===== src/rtl/dgp_consts.vh =====
// Purpose: Register map, reset values and field positions of the pin groups
// Assumes: Byte-wide registers on a plain address port
// Notes:   Definitions only
`ifndef DGP_CONSTS_VH
`define DGP_CONSTS_VH
`define DGP_ADDR_W          12
`define DGP_A_LATCH_OFS     12'h004
`define DGP_B_LATCH_OFS     12'h007
`define DGP_A_PIN_READ_OFS  12'h011
`define DGP_B_PIN_READ_OFS  12'h014
`define DGP_A_DIR_OFS       12'hF1E
`define DGP_B_DIR_OFS       12'hF21
`define DGP_A_PULLUP_OFS    12'hF2B
`define DGP_A_FUNC_OFS      12'hF38
`define DGP_B_FUNC_OFS      12'hF3B
`define DGP_KW_ENABLE_OFS   12'hF40
`define DGP_REG_RESET       8'h00
`define DGP_B_FUNC_MASK     8'h1F
`define DGP_B_DIV_BIT       4
`define DGP_B_IRQ_LSB       5
`define DGP_B_TMR_W         4
`endif


===== src/rtl/dgp_port.v =====
// Purpose: Two 8-bit pin groups with direction, function and read logic
// Assumes: Pins are asynchronous; read data lands one cycle after strobe
// Notes:   Peripheral internals live outside this block
// Notes on behaviour
// - Key wakeup ignores group A direction
// - Key wakeup ignores group A function select
// - Group A function 1 selects analog input
// - Pull-up bit 0 disconnects pull-up
// - Pull-up bit 1 connects only in input
// - Group A read live only dir0 func0
// - Group B per-bit direction, reset 0
// - Group B inputs feed irq and timer
// - Group B latch drives level, reset 0
// - Group B secondary output needs dir1 func1
// - Group B read live only when input
// - Group A latch drives level, reset 0
//
// The strobed register port was chosen for this implementation.
`timescale 1ns/100ps
`default_nettype none
`include "dgp_consts.vh"
module dgp_port (
  input  wire                   core_clk_in,
  input  wire                   nrst_in,
  input  wire [`DGP_ADDR_W-1:0] addr_in,
  input  wire [7:0]             wdata_in,
  input  wire                   wr_in,
  input  wire                   rd_in,
  output reg  [7:0]             rdata_out,
  input  wire [7:0]             group_a_pin_in,
  output reg  [7:0]             group_a_pin_out,
  output reg  [7:0]             group_a_pin_oe_out,
  output reg  [7:0]             group_a_pullup_en_out,
  output reg  [7:0]             analog_channel_sel_out,
  output reg  [7:0]             analog_channel_input_out,
  output reg  [7:0]             key_wakeup_input_out,
  input  wire [7:0]             group_b_pin_in,
  output reg  [7:0]             group_b_pin_out,
  output reg  [7:0]             group_b_pin_oe_out,
  output reg  [2:0]             external_irq_input_out,
  output reg  [3:0]             timer_input_out,
  input  wire                   divider_output_in,
  input  wire [3:0]             pulse_gen_output_in
);
  wire [7:0] a_dir;
  wire [7:0] a_func;
  wire [7:0] a_pu;
  wire [7:0] a_lat;
  wire [7:0] kw_en;
  wire [7:0] b_dir;
  wire [7:0] b_func;
  wire [7:0] b_lat;
  wire [7:0] a_sync;
  wire [7:0] b_sync;
  reg  [7:0] rdata_nxt;
  reg  [7:0] b_drive;
  wire       wr_a_dir  = wr_in & (addr_in == `DGP_A_DIR_OFS);
  wire       wr_a_func = wr_in & (addr_in == `DGP_A_FUNC_OFS);
  wire       wr_a_pu   = wr_in & (addr_in == `DGP_A_PULLUP_OFS);
  wire       wr_a_lat  = wr_in & (addr_in == `DGP_A_LATCH_OFS);
  wire       wr_kw     = wr_in & (addr_in == `DGP_KW_ENABLE_OFS);
  wire       wr_b_dir  = wr_in & (addr_in == `DGP_B_DIR_OFS);
  wire       wr_b_func = wr_in & (addr_in == `DGP_B_FUNC_OFS);
  wire       wr_b_lat  = wr_in & (addr_in == `DGP_B_LATCH_OFS);

  dgp_reg8 u_a_dir (.core_clk_in(core_clk_in), .nrst_in(nrst_in),
    .wr_in(wr_a_dir), .wdata_in(wdata_in), .q_out(a_dir));
  dgp_reg8 u_a_func (.core_clk_in(core_clk_in), .nrst_in(nrst_in),
    .wr_in(wr_a_func), .wdata_in(wdata_in), .q_out(a_func));
  dgp_reg8 u_a_pu (.core_clk_in(core_clk_in), .nrst_in(nrst_in),
    .wr_in(wr_a_pu), .wdata_in(wdata_in), .q_out(a_pu));
  dgp_reg8 u_a_lat (.core_clk_in(core_clk_in), .nrst_in(nrst_in),
    .wr_in(wr_a_lat), .wdata_in(wdata_in), .q_out(a_lat));
  dgp_reg8 u_kw (.core_clk_in(core_clk_in), .nrst_in(nrst_in),
    .wr_in(wr_kw), .wdata_in(wdata_in), .q_out(kw_en));
  dgp_reg8 u_b_dir (.core_clk_in(core_clk_in), .nrst_in(nrst_in),
    .wr_in(wr_b_dir), .wdata_in(wdata_in), .q_out(b_dir));
  dgp_reg8 #(.MASK(`DGP_B_FUNC_MASK)) u_b_func (
    .core_clk_in(core_clk_in), .nrst_in(nrst_in),
    .wr_in(wr_b_func), .wdata_in(wdata_in), .q_out(b_func));
  dgp_reg8 u_b_lat (.core_clk_in(core_clk_in), .nrst_in(nrst_in),
    .wr_in(wr_b_lat), .wdata_in(wdata_in), .q_out(b_lat));

  dgp_sync2 #(.WIDTH(8)) u_a_sync (.core_clk_in(core_clk_in),
    .nrst_in(nrst_in), .async_in(group_a_pin_in), .sync_out(a_sync));
  dgp_sync2 #(.WIDTH(8)) u_b_sync (.core_clk_in(core_clk_in),
    .nrst_in(nrst_in), .async_in(group_b_pin_in), .sync_out(b_sync));

  // Secondary output source per group B bit; bits 7:5 have none
  always @* begin
    b_drive = b_lat;
    if (b_func[`DGP_B_DIV_BIT]) begin
      b_drive[`DGP_B_DIV_BIT] = divider_output_in;
    end
    b_drive[3:0] = (b_func[3:0] & pulse_gen_output_in)
                 | (~b_func[3:0] & b_lat[3:0]);
  end

  // Pin path is registered so settings reach pins one edge after write
  always @(posedge core_clk_in) begin
    if (!nrst_in) begin
      group_a_pin_out          <= `DGP_REG_RESET;
      group_a_pin_oe_out       <= `DGP_REG_RESET;
      group_a_pullup_en_out    <= `DGP_REG_RESET;
      analog_channel_sel_out   <= `DGP_REG_RESET;
      group_b_pin_out          <= `DGP_REG_RESET;
      group_b_pin_oe_out       <= `DGP_REG_RESET;
    end else begin
      group_a_pin_out        <= a_lat;
      group_a_pin_oe_out     <= a_dir;
      group_a_pullup_en_out  <= a_pu & ~a_dir;
      analog_channel_sel_out <= a_func;
      group_b_pin_out        <= b_drive;
      // Secondary output only with direction 1; oe follows direction
      group_b_pin_oe_out     <= b_dir;
    end
  end

  // Peripheral-facing inputs from synchronised levels
  always @(posedge core_clk_in) begin
    if (!nrst_in) begin
      analog_channel_input_out <= `DGP_REG_RESET;
      key_wakeup_input_out     <= `DGP_REG_RESET;
      external_irq_input_out   <= 3'h0;
      timer_input_out          <= 4'h0;
    end else begin
      analog_channel_input_out <= a_sync & a_func;
      // Wakeup looks only at its enable, not direction or function
      key_wakeup_input_out     <= a_sync & kw_en;
      external_irq_input_out   <= b_sync[7:`DGP_B_IRQ_LSB]
                                & ~b_dir[7:`DGP_B_IRQ_LSB];
      timer_input_out          <= b_sync[`DGP_B_TMR_W-1:0]
                                & ~b_dir[`DGP_B_TMR_W-1:0];
    end
  end

  always @* begin
    case (addr_in)
      `DGP_A_LATCH_OFS:    rdata_nxt = a_lat;
      `DGP_B_LATCH_OFS:    rdata_nxt = b_lat;
      `DGP_A_PIN_READ_OFS: rdata_nxt = a_sync & ~a_dir & ~a_func;
      `DGP_B_PIN_READ_OFS: rdata_nxt = b_sync & ~b_dir;
      `DGP_A_DIR_OFS:      rdata_nxt = a_dir;
      `DGP_B_DIR_OFS:      rdata_nxt = b_dir;
      `DGP_A_PULLUP_OFS:   rdata_nxt = a_pu;
      `DGP_A_FUNC_OFS:     rdata_nxt = a_func;
      `DGP_B_FUNC_OFS:     rdata_nxt = b_func;
      `DGP_KW_ENABLE_OFS:  rdata_nxt = kw_en;
      default:             rdata_nxt = 8'h00;
    endcase
  end

  // Read data stands only in the cycle after the strobe
  always @(posedge core_clk_in) begin
    if (!nrst_in) begin
      rdata_out <= 8'h00;
    end else if (rd_in) begin
      rdata_out <= rdata_nxt;
    end else begin
      rdata_out <= 8'h00;
    end
  end
endmodule // dgp_port
`default_nettype wire


===== src/rtl/dgp_sync2.v =====
// Purpose: Two-stage synchroniser for a pin vector
// Assumes: Pins are asynchronous to core_clk_in
// Notes:   First stage feeds only the second stage
`timescale 1ns/100ps
`default_nettype none
module dgp_sync2 #(
  parameter WIDTH = 8
) (
  input  wire             core_clk_in,
  input  wire             nrst_in,
  input  wire [WIDTH-1:0] async_in,
  output wire [WIDTH-1:0] sync_out
);
  reg [WIDTH-1:0] meta_r;
  reg [WIDTH-1:0] sync_r;
  always @(posedge core_clk_in) begin
    if (!nrst_in) begin
      meta_r <= {WIDTH{1'b0}};
      sync_r <= {WIDTH{1'b0}};
    end else begin
      meta_r <= async_in;
      sync_r <= meta_r;
    end
  end
  assign sync_out = sync_r;
endmodule // dgp_sync2
`default_nettype wire


===== src/rtl/dgp_reg8.v =====
// Purpose: Byte register with write mask for the settings
// Assumes: Single write strobe already decoded
// Notes:   Bits outside MASK hold reset value and read zero
`timescale 1ns/100ps
`default_nettype none
`include "dgp_consts.vh"
module dgp_reg8 #(
  parameter [7:0] MASK = 8'hFF
) (
  input  wire       core_clk_in,
  input  wire       nrst_in,
  input  wire       wr_in,
  input  wire [7:0] wdata_in,
  output wire [7:0] q_out
);
  reg [7:0] q_r;
  always @(posedge core_clk_in) begin
    if (!nrst_in) begin
      q_r <= `DGP_REG_RESET;
    end else if (wr_in) begin
      q_r <= wdata_in & MASK;
    end
  end
  assign q_out = q_r;
endmodule // dgp_reg8
`default_nettype wire


===== config.mk =====
export PLATFORM = sky130hd
export DESIGN_NAME = dgp_port
export DESIGN_NICKNAME = d
export VERILOG_FILES = /design/src/rtl/dgp_port.v /design/src/rtl/dgp_sync2.v /design/src/rtl/dgp_reg8.v
export VERILOG_INCLUDE_DIRS = /design/src /design/src/rtl
export SDC_FILE = /design/constraint.sdc
export NUM_CORES = 1
export LEC_CHECK = 0
export BUFFER_PORTS_ARGS = -buffer_cell sky130_fd_sc_hd__buf_4
export CORE_ASPECT_RATIO = 2
export CORE_MARGIN = 1.5
export CORE_UTILIZATION = 55
export DETAILED_ROUTE_END_ITERATION = 8
export PLACE_DENSITY = 0.8
export SKIP_LAST_GASP = 1
export SLEW_MARGIN = 20
export SYNTH_ARGS = -nofsm -noshare
export SYNTH_HDL_FRONTEND = slang
export SYNTH_SLANG_ARGS = --single-unit

===== constraint.sdc =====
create_clock -name core_clk_in -period 5.2 [get_ports core_clk_in]
set_input_delay 0.78 -clock core_clk_in [delete_from_list [all_inputs] [get_ports core_clk_in]]
set_output_delay 0.78 -clock core_clk_in [all_outputs]
set_load 0.01 [all_outputs]

**Word-level counts from Yosys, hierarchy flattened**

Index checks and enable logic that the tools add are counted.

- Register bits: 172
- Word-level logic and storage cells: 61
- Input port bits: 45
- Output and inout port bits: 79

- Reductions and logical operators: 1
- Bitwise logic cells: 25
- Multiplexer cells: 2
- Equality and inequality tests: 10

Operator list:

| kind | number |
|---|---|
| case mux 8 bit (10 select lines) | 1 |
| equality test 12 bit, second input constant | 6 |
| bitwise AND 8 bit | 6 |
| equality test 12 x 3 -> 1 bit, second input constant | 2 |
| equality test 12 x 5 -> 1 bit, second input constant | 2 |
| inverter 8 bit | 3 |
| bitwise AND 4 bit | 3 |
| bitwise AND 1 bit | 8 |
| inverter 4 bit | 2 |
| OR 4 bit | 1 |
| bitwise AND 3 bit | 1 |
| inverter 3 bit | 1 |
| AND reduction 2 bit | 1 |
| 2-to-1 mux 1 bit | 1 |

**Longest topological paths before layout**

Gate-level depths: netlist of run 1.

- Depth after elaboration: 4
- Gate-level depth with buffers: 8
- Depth with buffers taken out: 5

**Modules after synthesis**

Synthesis of run 1 repeated with hierarchy kept, for this count alone.

- Cells, all modules: 583
- Area, all modules: 6552.5 µm²

Modules (own cells, without submodules):

| module | area each (µm²) | cells an instance | seq. area each (µm²) | times used |
|---|---|---|---|---|
| dgp_port | 3329.4 | 322 | 1581.5 | 1 |
| dgp_reg8 at u_a_dir ... | 301.5 | 25 | 160.2 | 7 |
| dgp_sync2 | 446.7 | 33 | 320.3 | 2 |
| dgp_reg8 at u_b_func | 219.0 | 20 | 100.1 | 1 |

**Least setup slack after synthesis of run 1**

Ideal clock, no wire load.

- Path type: input to register
- Start point: input addr_in[7]
- End point: register u_b_func.q_r[4], in the netlist u_b_func.q_out[4]
- Arrival time: 2.257 ns
- Path buffers: 3
- Setup slack: 2.815 ns
- Cell stages on the path: 8
- Library setup time: 0.128 ns
- Data required time: 5.072 ns
- Cell sequence: buf_6 > or4b_1 > buf_2 > nor3_1 > and3_1 > buf_2 > mux2i_1 > nor2_1

- Longest elaborated chain between the ends: 2

Ends and longest elaborated chain:

| item | line | RTL |
|---|---|---|
| start: declaration | dgp_port.v:25 | `` input wire [`DGP_ADDR_W-1:0] addr_in, `` |
| equality test 12 bit | n/a |  |
| bitwise AND 1 bit | dgp_port.v:63 | `` wire wr_b_func = wr_in & (addr_in == `DGP_B_FUNC_OFS); `` |
| end signal: assignment | dgp_reg8.v:19 | `` q_r <= `DGP_REG_RESET; `` |
| end signal: assignment | dgp_reg8.v:21 | `q_r <= wdata_in & MASK;` |
| end: declaration | dgp_reg8.v:16 | `reg [7:0] q_r;` |

No other way between the ends.
A chain may end at the register's enable or synchronous reset.

**Final worst setup path of run 1**

- Start point: input addr_in[9]
- End point: register rdata_out[6]

- Longest elaborated chain between the ends: 2
- Elaborated cells between the ends (all ways): 11
- Those cells by class: 10 x eq/ne; 1 x mux

Ends and longest elaborated chain:

| item | line | RTL |
|---|---|---|
| equality test 12 bit, or another cell as far along | dgp_port.v:138 | `case (addr_in)` |
| case mux 8 bit (10 select lines) * | dgp_port.v:138 |  |
| end signal: assignment | dgp_port.v:158 | `rdata_out <= rdata_nxt;` |
| end: declaration | dgp_port.v:29 | `output reg [7:0] rdata_out,` |

Mark *: on every way between the ends. The rest lies on a longest branch, timed or not.

==> reports/qor.txt, run 1 <==
Cells after Synth: 636
Worst r2r src: u_a_func.q_out[1]$_SDFFE_PN0P_
Clk pwr share: 0.458
# DRC: 0
CP arrival: 2.89 ns
Number of flops mapped to enable cells by yosys: 0
Ys Warns: 0
Reg2Reg Capture Point: rdata_out[1]$_SDFF_PN0_
Lkg Pwr: 0.00316 uW
Wire length per cell: 22.2 um
Port Buffers: 123
Synthesized Nets: 681
Layout area overhead: 24.2%
Power per standard cell area: 343 nW/um^2
Switch Pwr: 663 uW
Top_reg_cell synth: dfxtp_1
Period Utilization, post-route: 0.490
FILL cells: 840
Post-Syn Area per Cell: 9.83 sq um
I/O pin cnt: 124
DR iter-0 viols: 398
Clk slew on worst S/H paths: 0.07 ns
Max_cap viols: 0
Crit path capture type: flip-flop
Clock Latency Late Sink: 0.43 ns
Sequential Power Share: 0.501
Worst EP required: 5.54 ns
Pin count of the biggest net entering global routing: 89
Period minus WS final: 2.55 ns
Slew headroom: 0.386
Cell variety after synth: 53
Hpwl dp: 14.3 mm
Worst setup skew after layout: 0.00830 ns
Ant diodes: 0
Placed insts: 859
Root Driver: clkbuf_16
CTS Buf Count: 17
Tightest Pin Transition: 0.918 ns
Startpoint Class: primary input
Slew Viols, Final: 0
DRT Pass-1 Iters: 4
Site Rows: 54
CORE AREA: 11000 sq um
Setup bufs post-CTS: 0
Maximum VDD drop: 0.323 mV
DR vias: 5217
H-tree depth: 4
Clk sinks: 172
Hold depth: 1
Commonest cells after routing, fill and taps aside: 172 x dfxtp_1, 125 x buf_4, 72 x and2_1, 61 x nand2_1, 43 x nor2_1
Crit path kind: in -> reg
Max Fclk: 392 MHz
Sw Ratio: 0.248
Synthesized area: 6250 sq um
CTS resizes: 0
Max Root-Sink Buffers: 2
Antenna viol nets, final: 0
Die area: 12100 sq um
Global route overflow: 0
CTS tree: built
Average vias per placed instance: 5.86
Hold Path Sink: u_a_sync.sync_out[5]$_SDFF_PN0_
Detailed Route WL: 19.8 mm
Nets: 783
RSZ-0062 raised after global routing: false
Hold Buf Count CTS: 0
Sequential element share of the synthesized area: 0.551
Tot GR Track Use: 0.335
R2r setup slk: 3.62 ns
Gpl congestion: 1.03
Final hold vios: 0
Initial antenna violation count: 0
CP Max Fanout: 14
Internal Pwr Total: 2010 uW
Starting density of the core: 0.568
Final instance count without filler cells: 891
Die Height: 154 um
Hold Startpoint: u_a_sync.meta_r[5]$_SDFF_PN0_
Fraction of layout cells with a size suffix above 1: 0.242
R2r worst-path depth: 4
Setup TNS: 0 ns
First-pass GRT wire length: 29.4 mm
Die width: 78.4 um
Asr flop ratio synth: 0
Comb power frac: 0.041
Number of global-route vias before repair: 5190
Final setup viols: 0
Synth Register Bits: 172
Hold_ws: 0.438 ns
Class of the worst hold path: reg -> reg
Most common cell after layout, fill and taps aside: dfxtp_1
Outcome: complete, no violations
==> worst max-delay path by stage <==
stage / slack [ns] / depth (start not counted) / startpoint / endpoint
6_report: 2.65 / 6 / addr_in[9] / rdata_out[6]$_SDFF_PN0_
5_1_grt: 2.58 / 6 / addr_in[9] / rdata_out[7]$_SDFF_PN0_
4_1_cts: 2.67 / 6 / addr_in[9] / rdata_out[6]$_SDFF_PN0_
3_5_place_dp: 2.24 / 6 / addr_in[9] / rdata_out[6]$_SDFF_PN0_
3_3_place_gp: 2.26 / 6 / addr_in[9] / rdata_out[7]$_SDFF_PN0_
2_1_floorplan: 2.82 / 8 / addr_in[7] / u_b_func.q_out[4]$_SDFFE_PN0P_
==> per-layer routing <==
layer,global-route usage,routed length (um),vias to the layer above
li1,-,-,2429
met1,0.339,7020,2510
met2,0.622,10700,213
met3,0.0510,816,65
met4,0.206,1220,0
met5,0,0,-
==> final cells by class <==
class	count	area (sq um)	share of cell area
Sequential cell	172	3440	0.443
Multi-Input combinational cell	417	2610	0.336
Timing Repair Buffer	125	938	0.121
Clock buffer	17	425	0.0548
Tap cell	140	175	0.0225
Clock inverter	15	158	0.0203
Inverter	5	18.8	0.00242
==> cell families (layout without fill, tap and decap cells) <==
logic type      Yosys count  after routing  synth area share
compound gates           97             97             0.107
buf+inv                  47            162            0.0320
flops                   172            172             0.551
mux                      26             26            0.0416
simple gates            294            294             0.269
==> power by group through the flow <==
stage / clock [uW] / combinational [uW] / sequential (uW)
after CTS: 1220 / 108 / 1340
final: 1220 / 110 / 1340
after floorplan: 0 / 54.3 / 1360
after global placement: 0 / 105 / 1370
after detailed placement: 0 / 107 / 1370
after global routing: 1290 / 115 / 1340
==> synthesized netlist by cell type (8+ instances only) <==
cell type,instances,area [sq um]
dfxtp_1,172,3440
and2_1,72,450
nand2_1,61,229
nor2_1,43,161
nand3_1,39,195
a21oi_1,37,185
clkbuf_1,27,101
mux2i_1,26,260
and3_1,24,150
a22oi_1,18,135
buf_2,10,50.1
a21oi_2,8,70.1
nor3b_1,8,60.1
==> stage by stage <==
| step | cell area [sq um] | total power [uW] | util | worst slack [ns] |
|---|---|---|---|---|
| floorplan | 6250 | 1420 | - | 2.82 |
| global placement | 7190 | 1470 | 0.652 | 2.26 |
| detailed placement | 7190 | 1470 | 0.652 | 2.24 |
| CTS | 7770 | 2670 | 0.705 | 2.67 |
| global route | 7770 | 2740 | 0.705 | 2.58 |
| finish | 7770 | 2670 | 0.705 | 2.65 |
==> critical path: stages <==
cell and delay, ns:
buf_4 0.10, nand4_1 0.48, nor4_4 0.83, or3_1 0.22, o211ai_2 0.21, a41oi_1 0.26
Power figures use the tool's default switching activity.
==> run 2: changes to the inputs <==
--- a/config.mk
+++ b/config.mk
@@ -9,9 +9,9 @@
 export BUFFER_PORTS_ARGS = -buffer_cell sky130_fd_sc_hd__buf_4
 export CORE_ASPECT_RATIO = 2
 export CORE_MARGIN = 1.5
-export CORE_UTILIZATION = 55
+export CORE_UTILIZATION = 49
 export DETAILED_ROUTE_END_ITERATION = 8
-export PLACE_DENSITY = 0.8
+export PLACE_DENSITY = 0.75
 export SKIP_LAST_GASP = 1
 export SLEW_MARGIN = 20
 export SYNTH_ARGS = -nofsm -noshare
==> constraint.sdc (replaced) <==
create_clock -name core_clk_in -period 2.3 [get_ports core_clk_in]
set_input_delay 0.345 -clock core_clk_in [delete_from_list [all_inputs] [get_ports core_clk_in]]
set_output_delay 0.345 -clock core_clk_in [all_outputs]
set_load 0.01 [all_outputs]
==> reports/qor.txt, run 2 (synthesis results as in run 1) <==
Post-Route Utilization: 0.642 (-0.0637)
CP Max Fanout: 8 (-6)
Max Root-Sink Buffers: 2 (unchanged)
Slew Viols, Final: 0 (unchanged)
Starting density of the core: 0.501 (-0.0668)
Final hold vios: 0 (unchanged)
CTS tree: built
Site Rows: 58 (+7.4%)
Power per standard cell area: 767 nW/um^2 (+120%)
First-pass GRT wire length: 31.1 mm (+5.7%)
Clk slew on worst S/H paths: 0.07 ns (about the same)
Detailed Route WL: 20.9 mm (+5.7%)
I/O pin cnt: 124 (unchanged)
Met3 global-route usage: 0.0446 (-0.00644)
CTS Buf Count: 17 (unchanged)
Tightest Pin Transition: 0.588 ns (-0.330 ns)
Crit path kind: in -> reg
Fraction of layout cells with a size suffix above 1: 0.268 (+0.0259)
CP arrival: 2.26 ns (-0.63 ns)
Hpwl dp: 15.6 mm (+9.0%)
Nets: 812 (+3.7%)
Outcome: complete, no violations
Die area: 13500 sq um (+12%)
Slew headroom: 0.607 (+0.221)
DR iter-0 viols: 285 (-28%)
Initial antenna violation count: 0 (unchanged)
CORE AREA: 12500 sq um (+13%)
Period Utilization, post-route: 0.832
DR vias: 5341 (+2.4%)
Average vias per placed instance: 5.75 (-1.8%)
DRT Pass-1 Iters: 5 (+1)
Worst EP required: 2.64 ns (-2.90 ns)
Clk sinks: 172 (unchanged)
Most Crowded Layer GR: met2
Maximum VDD drop: 0.695 mV (+110%)
Post-placement cell area: 7430 sq um (+3.4%)
Startpoint Class: primary input
Max_cap viols: 0 (unchanged)
Die Height: 163 um (+5.8%)
Commonest cells after routing, fill and taps aside: 172 x dfxtp_1, 153 x buf_4, 72 x and2_1, 61 x nand2_1, 43 x nor2_1
Clock Latency Late Sink: 0.42 ns (about the same)
Class of the worst hold path: in -> reg
Layout Cell Area excl Fill: 8010 sq um (+3.1%)
Met2 usage: 0.582 (-0.0400)
GR Layer Usage met1: 0.311 (-0.0281)
Pin count of the biggest net entering global routing: 66 (-26%)
Tot GR Track Use: 0.310 (-0.0243)
Setup TNS: 0 ns (unchanged)
Final worst setup slack: 0.386 ns (-2.26 ns)
Port Buffers: 123 (unchanged)
CTS resizes: 0 (unchanged)
RSZ-0062 raised after global routing: false
Hold_ws: 0.133 ns (-0.305 ns)
Crit path capture type: flip-flop
Hold Buf Count CTS: 0 (unchanged)
Max Fclk: 522 MHz
Gpl congestion: 0.956 (-6.9%)
H-tree depth: 4 (unchanged)
Global route overflow: 0 (unchanged)
Worst setup skew after layout: 0.0109 ns (+0.00258 ns)
Number of global-route vias before repair: 5431 (+4.6%)
Final setup viols: 0 (unchanged)
Layout area overhead: 28.1%
Setup bufs post-CTS: 0 (unchanged)
Post-place setup slack: 0.00400 ns (-2.24 ns)
Die width: 82.9 um (+5.7%)
Ant diodes: 0 (unchanged)
Period minus WS final: 1.91 ns
Lkg Pwr: 0.00332 uW (+4.8%)
Most common cell after layout, fill and taps aside: dfxtp_1
Wire length per cell: 22.5 um (+1.4%)
Root Driver: clkbuf_16
# DRC: 0 (unchanged)
Antenna viol nets, final: 0 (unchanged)
-- run 2: changes by cell type in the layout (fill, tap and decap cells not counted), sizes merged --
cell      before  now
clkinv         9    2
clkinvlp       1    2
inv           10   12
buf          125  154
clkbuf        17   18
bufinv         0    2
-- run 2: per-layer routing --
layer  vias to the layer above  routed length, um  share of wire
li1                       2483                  -              -
met1                      2572               7240           0.35
met2                       220              11400           0.54
met3                        66                864          0.041
met4                         0               1400          0.067
met5                         -                  0              0
-- run 2: area by class of cell --
type | count | area [sq um]
repair buffers | 154 | 1170
fillers | 1057 | 4470
flip-flops and latches | 172 | 3440
well taps | 150 | 188
multi-input cells | 417 | 2610
clock inverters | 13 | 153
inverters | 5 | 18.8
clock buffers | 18 | 429
-- run 2: final timing paths --
check	from	to	slack [ns]	cells after the start
setup / recovery	addr_in[2]	u_a_pu.q_out[2]$_SDFFE_PN0P_	0.39	6
hold / removal	group_b_pin_in[3]	u_b_sync.meta_r[3]$_SDFF_PN0_	0.13	2
setup reg to reg	u_a_dir.q_out[5]$_SDFFE_PN0P_	rdata_out[5]$_SDFF_PN0_	0.76	5
hold reg to reg	u_a_sync.meta_r[2]$_SDFF_PN0_	u_a_sync.sync_out[2]$_SDFF_PN0_	0.43	1
-- run 2: through the flow --
| step | power [uW] | cells |
|---|---|---|
| global route | 6320 | 929 |
| finish | 6140 | 929 |
| CTS | 6170 | 929 |
| detailed placement | 3350 | 898 |
| floorplan | 3210 | 636 |
| global placement | 3340 | 898 |
-- run 2: power breakdown --
part           switching, uW  internal (uW)  total [uW]
clock network           1230           1620        2860
registers               13.5           3010        3020
logic                    166            100         266
total                   1410           4730        6140
-- run 2: worst max-delay path, cell delays in order --
cell and delay [ns]:
buf_4 0.14, or4b_1 0.70, nor4_4 0.45, and2_1 0.35, nand2_1 0.12, a21oi_2 0.15
